File: config.mk
export PLATFORM = sky130hd
export DESIGN_NAME = sesr_event_status
export DESIGN_NICKNAME = d
export VERILOG_FILES = /design/src/hdl/sesr_pkg.sv /design/src/hdl/sesr_event_status.sv
export SDC_FILE = /design/constraint.sdc
export NUM_CORES = 1
export LEC_CHECK = 0
export ABC_AREA = 1
export BUFFER_PORTS_ARGS = -buffer_cell sky130_fd_sc_hd__buf_4
export CAP_MARGIN = 20
export CORE_AREA = 2 2 60 62
export DETAILED_ROUTE_END_ITERATION = 10
export DIE_AREA = 0 0 62 64
export PLACE_DENSITY = 0.61
export SKIP_LAST_GASP = 1
export SLEW_MARGIN = 20
export SYNTH_ARGS = -nofsm -noshare
export SYNTH_HDL_FRONTEND = slang
export SYNTH_SLANG_ARGS = --single-unit
File: constraint.sdc
create_clock -name CLK_I -period 2.6 [get_ports CLK_I]
set_clock_uncertainty 0.1 [all_clocks]
set_input_delay 0 -clock CLK_I [delete_from_list [all_inputs] [get_ports CLK_I]]
set_output_delay 0 -clock CLK_I [all_outputs]
set_load 0.02 [all_outputs]
File: src/hdl/sesr_pkg.sv
package sesr_pkg;

  // ****************************************************************
  // Event bit positions, shared by the flag and mask registers, and the summary bit position
  // ****************************************************************
  localparam int unsigned BIT_OP_DONE = 0;
  localparam int unsigned BIT_QRY_ERR = 2;
  localparam int unsigned BIT_DEV_ERR = 3;
  localparam int unsigned BIT_EXE_ERR = 4;
  localparam int unsigned BIT_CMD_ERR = 5;
  localparam int unsigned STB_SUMMARY_BIT = 5;

  // Flag positions that may ever hold a one
  localparam logic [7:0] USED_MASK = 8'h3d;

  // ****************************************************************
  // Reset values
  // ****************************************************************
  localparam logic [7:0] MASK_RESET = 8'h00;
  localparam logic [7:0] FLAGS_RESET = 8'h00;

  // ****************************************************************
  // Error class codes (hundreds digit of an error number)
  // ****************************************************************
  localparam logic [2:0] CLASS_CMD = 3'h1;
  localparam logic [2:0] CLASS_EXE = 3'h2;
  localparam logic [2:0] CLASS_DEV = 3'h3;
  localparam logic [2:0] CLASS_QRY = 3'h4;

  // Operation-complete tracking, Gray coded along idle-wait-report
  typedef enum logic [1:0]
  {
    SESR_OPC_IDLE = 2'b00,
    SESR_OPC_WAIT = 2'b01,
    SESR_OPC_DONE = 2'b11
  } sesr_opc_e;

endpackage : sesr_pkg

File: src/hdl/sesr_event_status.sv
// What this block does
// - Clear-status empties errors and event registers, keeps the mask
// - Clear-status idles both completion trackers
// - Mask load takes 0..255, resets to zero
// - Summary bit 5 is OR of masked flags
// - Mask query returns mask, changes nothing
// - Flags and mask share one bit layout
// - Mask one passes event, zero blocks it
// - Flag query returns flags then clears them
// - Error class picks flag bit 5..2
// - Completion flag set only when work idle
module sesr_event_status
  import sesr_pkg::*;
(
  input wire logic CLK_I,
  input wire logic RESETN_I,
  input wire logic CLS_I,
  input wire logic MASK_WR_I,
  input wire logic [7:0] MASK_DATA_I,
  input wire logic MASK_RD_I,
  input wire logic FLAGS_RD_I,
  input wire logic ERR_VALID_I,
  input wire logic [2:0] ERR_CLASS_I,
  input wire logic OPC_CMD_I,
  input wire logic OPC_QRY_I,
  input wire logic BUSY_I,
  output logic [7:0] RD_DATA_O,
  output logic RD_VALID_O,
  output logic ESB_O,
  output logic OPC_QRY_REPLY_O,
  output logic ERRQ_CLEAR_O,
  output logic EVENTS_CLEAR_O
);

  // ****************************************************************
  // Helpers
  // ****************************************************************
  // Error class to the flag bit it raises; other classes raise none
  function automatic logic [7:0] class_to_flag(input logic [2:0] cls);
    logic [7:0] f;
    f = 8'h00;
    case (cls)
      CLASS_CMD: f[BIT_CMD_ERR] = 1'b1;
      CLASS_EXE: f[BIT_EXE_ERR] = 1'b1;
      CLASS_DEV: f[BIT_DEV_ERR] = 1'b1;
      CLASS_QRY: f[BIT_QRY_ERR] = 1'b1;
      default: f = 8'h00;
    endcase
    return f;
  endfunction : class_to_flag

  // Summary of the flags that the mask lets through
  function automatic logic summary_of(input logic [7:0] flags,
                                      input logic [7:0] mask);
    return |(flags & mask);
  endfunction : summary_of

  // ****************************************************************
  // Registers
  // ****************************************************************
  logic [7:0] event_enable_mask_reg;
  logic [7:0] mask_next;
  logic [7:0] standard_event_flags_reg;
  logic [7:0] flags_next;
  logic [7:0] set_bits;
  sesr_opc_e opc_cmd_reg;
  sesr_opc_e opc_qry_reg;
  logic opc_set;

  // ****************************************************************
  // Operation-complete command tracker
  // ****************************************************************
  // Commands keep flowing while waiting; only the flag is deferred
  always_ff @(posedge CLK_I)
  begin
    if (!RESETN_I || CLS_I)
      opc_cmd_reg <= SESR_OPC_IDLE;
    else
    begin
      case (opc_cmd_reg)
        SESR_OPC_IDLE:
          if (OPC_CMD_I)
            opc_cmd_reg <= SESR_OPC_WAIT;
        SESR_OPC_WAIT:
          if (!OPC_CMD_I && !BUSY_I)
            opc_cmd_reg <= SESR_OPC_IDLE;
        default:
          opc_cmd_reg <= OPC_CMD_I ? SESR_OPC_WAIT : SESR_OPC_IDLE;
      endcase
    end
  end

  // Clear-status in the same cycle cancels a pending completion report
  assign opc_set = (opc_cmd_reg == SESR_OPC_WAIT) && !BUSY_I && !CLS_I;

  // ****************************************************************
  // Operation-complete query tracker
  // ****************************************************************
  always_ff @(posedge CLK_I)
  begin
    if (!RESETN_I || CLS_I)
    begin
      opc_qry_reg <= SESR_OPC_IDLE;
      OPC_QRY_REPLY_O <= 1'b0;
    end
    else
    begin
      OPC_QRY_REPLY_O <= 1'b0;
      case (opc_qry_reg)
        SESR_OPC_IDLE:
          if (OPC_QRY_I)
            opc_qry_reg <= SESR_OPC_WAIT;
        SESR_OPC_WAIT:
          if (!BUSY_I)
            opc_qry_reg <= SESR_OPC_DONE;
        SESR_OPC_DONE:
        begin
          OPC_QRY_REPLY_O <= 1'b1;
          opc_qry_reg <= SESR_OPC_IDLE;
        end
        default: opc_qry_reg <= SESR_OPC_IDLE;
      endcase
    end
  end

  // ****************************************************************
  // Event flags
  // ****************************************************************
  always_comb
  begin
    set_bits = 8'h00;
    if (ERR_VALID_I)
      set_bits = class_to_flag(ERR_CLASS_I);
    if (opc_set)
      set_bits[BIT_OP_DONE] = 1'b1;
    // Read-clear or clear-status loses to a same-cycle event
    if (CLS_I || FLAGS_RD_I)
      flags_next = set_bits;
    else
      flags_next = standard_event_flags_reg | set_bits;
    flags_next = flags_next & USED_MASK;
  end

  always_ff @(posedge CLK_I)
  begin
    if (!RESETN_I)
      standard_event_flags_reg <= FLAGS_RESET;
    else
      standard_event_flags_reg <= flags_next;
  end

  // ****************************************************************
  // Enable mask, untouched by clear-status
  // ****************************************************************
  // Next mask is shared by the register and the summary, so a load
  // and an event in one cycle are summarised together
  always_comb
  begin
    mask_next = event_enable_mask_reg;
    if (MASK_WR_I)
      mask_next = MASK_DATA_I;
  end

  always_ff @(posedge CLK_I)
  begin
    if (!RESETN_I)
      event_enable_mask_reg <= MASK_RESET;
    else
      event_enable_mask_reg <= mask_next;
  end

  // ****************************************************************
  // Query answers and summary
  // ****************************************************************
  always_ff @(posedge CLK_I)
  begin
    if (!RESETN_I)
    begin
      RD_DATA_O <= 8'h00;
      RD_VALID_O <= 1'b0;
    end
    else
    begin
      // Flags win when both queries meet; the answer then holds
      // until the next query so a slow reader still sees it
      RD_VALID_O <= FLAGS_RD_I || MASK_RD_I;
      if (FLAGS_RD_I)
        RD_DATA_O <= standard_event_flags_reg;
      else if (MASK_RD_I)
        RD_DATA_O <= event_enable_mask_reg;
    end
  end

  // Summary registered from next state so it tracks the flags exactly
  always_ff @(posedge CLK_I)
  begin
    if (!RESETN_I)
      ESB_O <= 1'b0;
    else
      ESB_O <= summary_of(flags_next, mask_next);
  end

  // Pulses telling the error queue and the other event registers to clear
  // Those registers live outside this block; one pulse per clear-status
  always_ff @(posedge CLK_I)
  begin
    if (!RESETN_I)
    begin
      ERRQ_CLEAR_O <= 1'b0;
      EVENTS_CLEAR_O <= 1'b0;
    end
    else
    begin
      ERRQ_CLEAR_O <= CLS_I;
      EVENTS_CLEAR_O <= CLS_I;
    end
  end

endmodule : sesr_event_status

Yosys cells after proc, flatten, opt, wreduce, memory -nomap -nowiden
Index checks and enable logic that the tools add are counted.
Widths: inputs -> output; s select.
{"block": "classes", "n_bitwise": 2, "n_mux": 18, "reduce_logical": 16, "n_eq_ne": 11}
{"operator": "$mux 8", "n": 3}
{"operator": "$mux 6", "n": 2}
{"operator": "$and 6x8->8", "n": 1}
{"operator": "$mux 2", "n": 4}
{"operator": "$ne 2x2->1 const B", "n": 4}
{"operator": "$pmux 2 s2", "n": 2}
{"operator": "$reduce_or 8->1", "n": 1}
{"operator": "$mux 1", "n": 7}
{"operator": "$eq 3x2->1 const B", "n": 2}
{"operator": "$or 6x6->6", "n": 1}
{"operator": "$eq 2x1->1 const B", "n": 2}
{"operator": "$logic_not 1->1", "n": 4}
{"operator": "$logic_not 2->1", "n": 2}
{"operator": "$reduce_and 2->1", "n": 2}
{"operator": "$eq 3x1->1 const B", "n": 1}
{"operator": "$eq 3x3->1 const B", "n": 1}
{"operator": "$logic_and 1x1->1", "n": 3}
{"operator": "$logic_or 1x1->1", "n": 3}
{"operator": "$eq 2x2->1 const B", "n": 1}
{"operator": "$reduce_bool 2->1", "n": 1}
{"block": "totals", "out_inout_bits": 13, "ff_bits": 29, "in_bits": 21, "wordCells": 56}

Longest topological paths before layout
{"block": "depth", "depth_word": 8, "mapped_depth": 8, "mapped_depth_nobuf": 8}

Least setup slack after synthesis
OpenSTA, ideal clock, no wires.
{"block": "synth_timing", "path_type": "register -> register", "startpoint": "reg event_enable_mask_reg[3]", "endpoint": "reg ESB_O", "synth_period_minus_slack_ns": 0.894, "required_time_ns": 2.436, "t_arrival_ns": 0.730, "setup_time_ns": 0.064, "stages_incl_launch_ff": 7, "setup_slack_ns": 1.706, "path_buffers": 0, "cell_sequence": "dfxtp_1 -> inv_1 -> o21ai_0 -> nand2_1 -> nand2_1 -> nor2_1 -> nor2_1"}
{"block": "synth_between", "elab_chain_cells": 3}
{"item": "start, declared", "line": "sesr_event_status.sv:61", "text": "logic [7:0] event_enable_mask_reg;"}
{"item": "start signal, assigned", "line": "sesr_event_status.sv:169", "text": "event_enable_mask_reg <= mask_next;"}
{"item": "$mux 8", "line": "sesr_event_status.sv:160", "text": "if (MASK_WR_I)"}
{"item": "$and 6x8->8", "line": "sesr_event_status.sv:55", "text": "return |(flags & mask);"}
{"item": "$reduce_or 8->1", "line": "sesr_event_status.sv:55"}
{"item": "end signal, assigned", "line": "sesr_event_status.sv:200", "text": "ESB_O <= summary_of(flags_next, mask_next);"}
{"item": "end, declared", "line": "sesr_event_status.sv:29", "text": "output logic ESB_O,"}
Every way passes these cells.
A chain may end at the register's enable or synchronous reset.

Worst setup path in the final report
{"block": "layout_timing", "startpoint": "in ERR_CLASS_I[2]", "endpoint": "reg standard_event_flags_reg[3]"}
{"block": "layout_between", "elab_chain_cells": 5}
{"item": "start, declared", "line": "sesr_event_status.sv:23", "text": "input wire logic [2:0] ERR_CLASS_I,"}
{"item": "$eq 3x2->1 *", "line": "sesr_event_status.sv:42", "text": "case (cls)"}
{"item": "$mux 1 *", "line": "sesr_event_status.sv:42"}
{"item": "$mux 6 *", "line": "sesr_event_status.sv:132", "text": "if (ERR_VALID_I)"}
{"item": "$or 6x6->6", "line": "sesr_event_status.sv:140", "text": "flags_next = standard_event_flags_reg | set_bits;"}
{"item": "$mux 6 *", "line": "sesr_event_status.sv:137", "text": "if (CLS_I || FLAGS_RD_I)"}
{"item": "end signal, assigned", "line": "sesr_event_status.sv:149", "text": "standard_event_flags_reg <= flags_next;"}
{"item": "end, declared", "line": "sesr_event_status.sv:63", "text": "logic [7:0] standard_event_flags_reg;"}
Every way passes the cells marked *; elsewhere a longest branch is shown, timed or not.

==> flow_summary.toml <==
[final_layout]
n_antenna_cell = 0
regArea_um2 = 561
multi_input_area_um2 = 460
layout_common_cells = "41 x nand2_1, 38 x dlygate4sd3_1, 33 x buf_4"
nFillCells = 322
mostFrequentLayoutCell = "nand2_1"
area_delta_synth_final_pct = 59.9
fin_cells = 275
drive_gt1_share_pct = 18.3
nets = 251

[timing]
whs_ps = 16.0
hold_viol = 0
tightest_slew_ps = 302
max_clock_freq_mhz = 521
rsz0062_at_grt = "false"
setup_viol = 0
drv_slew = 0
period_needed_ps = 1920
fin_crit_sh_pct = 73.8
slew_headroom_pct = 79.8
tns_ps = 0

[placement]
dp_hpwl_um = 1740
place.gp.congestion = 0.810
place_inst = 233
port_buffers = 33

[clock_tree]
ctsHoldBuffers = 38
cts_tree = "built"
clockBufferDepth = 2
cts_root_buf = "clkbuf_4"
cts_buffers = 3
clock_sinks = 28
clock_latency_ps = 330
ctsResizeCount = 0
clk_pin_slew_ps = 140
htree_levels = 1
post-cts-setup-buffers = 0

[floorplan]
initial_utilization_pct = 34.6
core_mm2 = 0.00328
fp.dieArea_mm2 = 0.00397
dieWidth_um = 62
top_level_ports = 34
fp-row-count = 21
die_y_um = 64

[status]
outcome = "finished, final reports clean"

[drt]
drt_iter0_drc = 57
avgRoutedWirePerCell_um = 9.87
first_pass_iters = 4
routed_via_density = 4.33
drc = 0
vias = 1190
ant_nets = 0
drt_wl_total_um = 2710

[worst_hold_path]
hold_path_depth = 4
holdPathEnd = "event_enable_mask_reg[0]"
hold_path_class = "primary input to flop"
min_from = "MASK_WR_I"

[synth]
synthFlopType = "dfxtp_1"
synth-compound-area-share_pct = 11.9
syn_avg_cell_area_um2 = 7.14
yosys_warnings = 0
syn_inst = 159
synth_simple_gate_area_share_pct = 28.7
synth_mux_area_share_pct = 0
synth-edff-count = 0
ys_ff_latch = 28
synth_xor_area_share_pct = 0
synthAdderAreaFrac_pct = 0
async_flop_share_pct = 0
ys_seq_area_share_pct = 49.4
yosysUniqueCellTypes = 16
synth_top_family_by_area = "simple AND/OR/NAND/NOR gates"
syn_area_mm2 = 0.00113
synth_nets = 180

[power]
pwr-share-clk_pct = 25.9
power_density_mw_per_mm2 = 449
p_comb_share_pct = 18.4
power_frac_seq_pct = 55.7
intPower_uw = 615
sw_frac_of_total_pct = 24.6
p_switching_uw = 201
ir_drop_mv = 0.178
p_leak_nw = 0.859

[global_routing]
grt_pass1_vias = 1097
grt.overflow.total = 0
antenna_found_initial = 0
grt_usage_pct = 15.0
grt_max_degree = 19
grt_pass1_wl_um = 4500

[setup_path]
crit_path_max_fanout = 3
crit_arrival_ps = 2100
startpoint_type = "primary input"
r2r_slack_ps = 1150
reg2reg_to = "event_enable_mask_reg[3]"
end_kind = "flop"
reg2reg_from = "event_enable_mask_reg[3]"
crit_required_ps = 2780
rr_worst_depth = 5
critPathKind = "primary input to flop"

[run]
max-cap-violations = 0
-- logic make-up (layout without fill, tap and decap cells) --
group                  count (synthesis)  in the layout
flip-flops                            28             28
AND/OR/NAND/NOR                       80             80
AO/OA/AOI/OAI                         27             27
buffers and inverters                 24             94
-- how the worst max path moves through the flow --
| stage | from | end | slack, ps | cells after the start |
|---|---|---|---|---|
| floorplan | event_enable_mask_reg[3] | ESB_O | 1710 | 6 |
| global placement | event_enable_mask_reg[0] | ESB_O | 1670 | 6 |
| detailed placement | event_enable_mask_reg[3] | ESB_O | 1610 | 6 |
| CTS | ERR_CLASS_I[2] | standard_event_flags_reg[3] | 700 | 7 |
| global route | ERR_CLASS_I[2] | standard_event_flags_reg[3] | 600 | 7 |
| finish | ERR_CLASS_I[2] | standard_event_flags_reg[3] | 680 | 7 |
-- cell usage after synthesis (2+ instances only) --
master   count  area [µm²]
a21oi_1     18        90.1
inv_1       17        63.8
nor3_1       2        10.0
dfxtp_1     28         561
o21ai_0      7        35.0
nand2_1     41         154
nor2_4       2        22.5
buf_6        2        22.5
buf_4        2        15.0
nor2_1      32         120
inv_2        2        7.51
o21ai_1      2        10.0
-- power by group through the flow --
stage	clock (mW)	combinational [mW]	sequential [mW]
final	0.212	0.150	0.454
after global routing	0.236	0.165	0.457
after CTS	0.214	0.148	0.454
after detailed placement	0	0.104	0.464
after global placement	0	0.102	0.463
after floorplan	0	0.0534	0.470
-- area by class of cell --
type                            count  share of cell area, %
Clock buffer                        4                   2.00
Inverter                           19                   3.93
Multi-Input combinational cell    107                   25.4
Sequential cell                    28                   30.9
Tap cell                           46                   3.17
Timing Repair Buffer               71                   34.6
-- through the flow --
stage | area [µm²] | util, % | worst slack (ps) | power (mW)
final | 1810 | 55.2 | 680 | 0.815
after global routing | 1810 | 55.2 | 597 | 0.858
after CTS | 1810 | 55.2 | 704 | 0.817
after detailed placement | 1400 | 42.6 | 1610 | 0.568
after global placement | 1400 | 42.6 | 1670 | 0.565
after floorplan | 1130 | - | 1710 | 0.523
-- per-layer routing --
metal | up-vias | global-route usage (%) | share of wire (%)
met5 | - | 0 | 0
met4 | 0 | 7.18 | 2.3
met3 | 7 | 1.82 | 4.3
met2 | 34 | 25.0 | 49
met1 | 523 | 18.3 | 45
li1 | 626 | - | -
-- worst max-delay path: stages --
cell	delay, ps
dlygate4sd3_1	540
buf_4	140
nor2_1	130
dlygate4sd3_1	560
nand2_1	60
dlygate4sd3_1	550
a21oi_1	110
No activity file was read; power rests on OpenSTA's default activity.
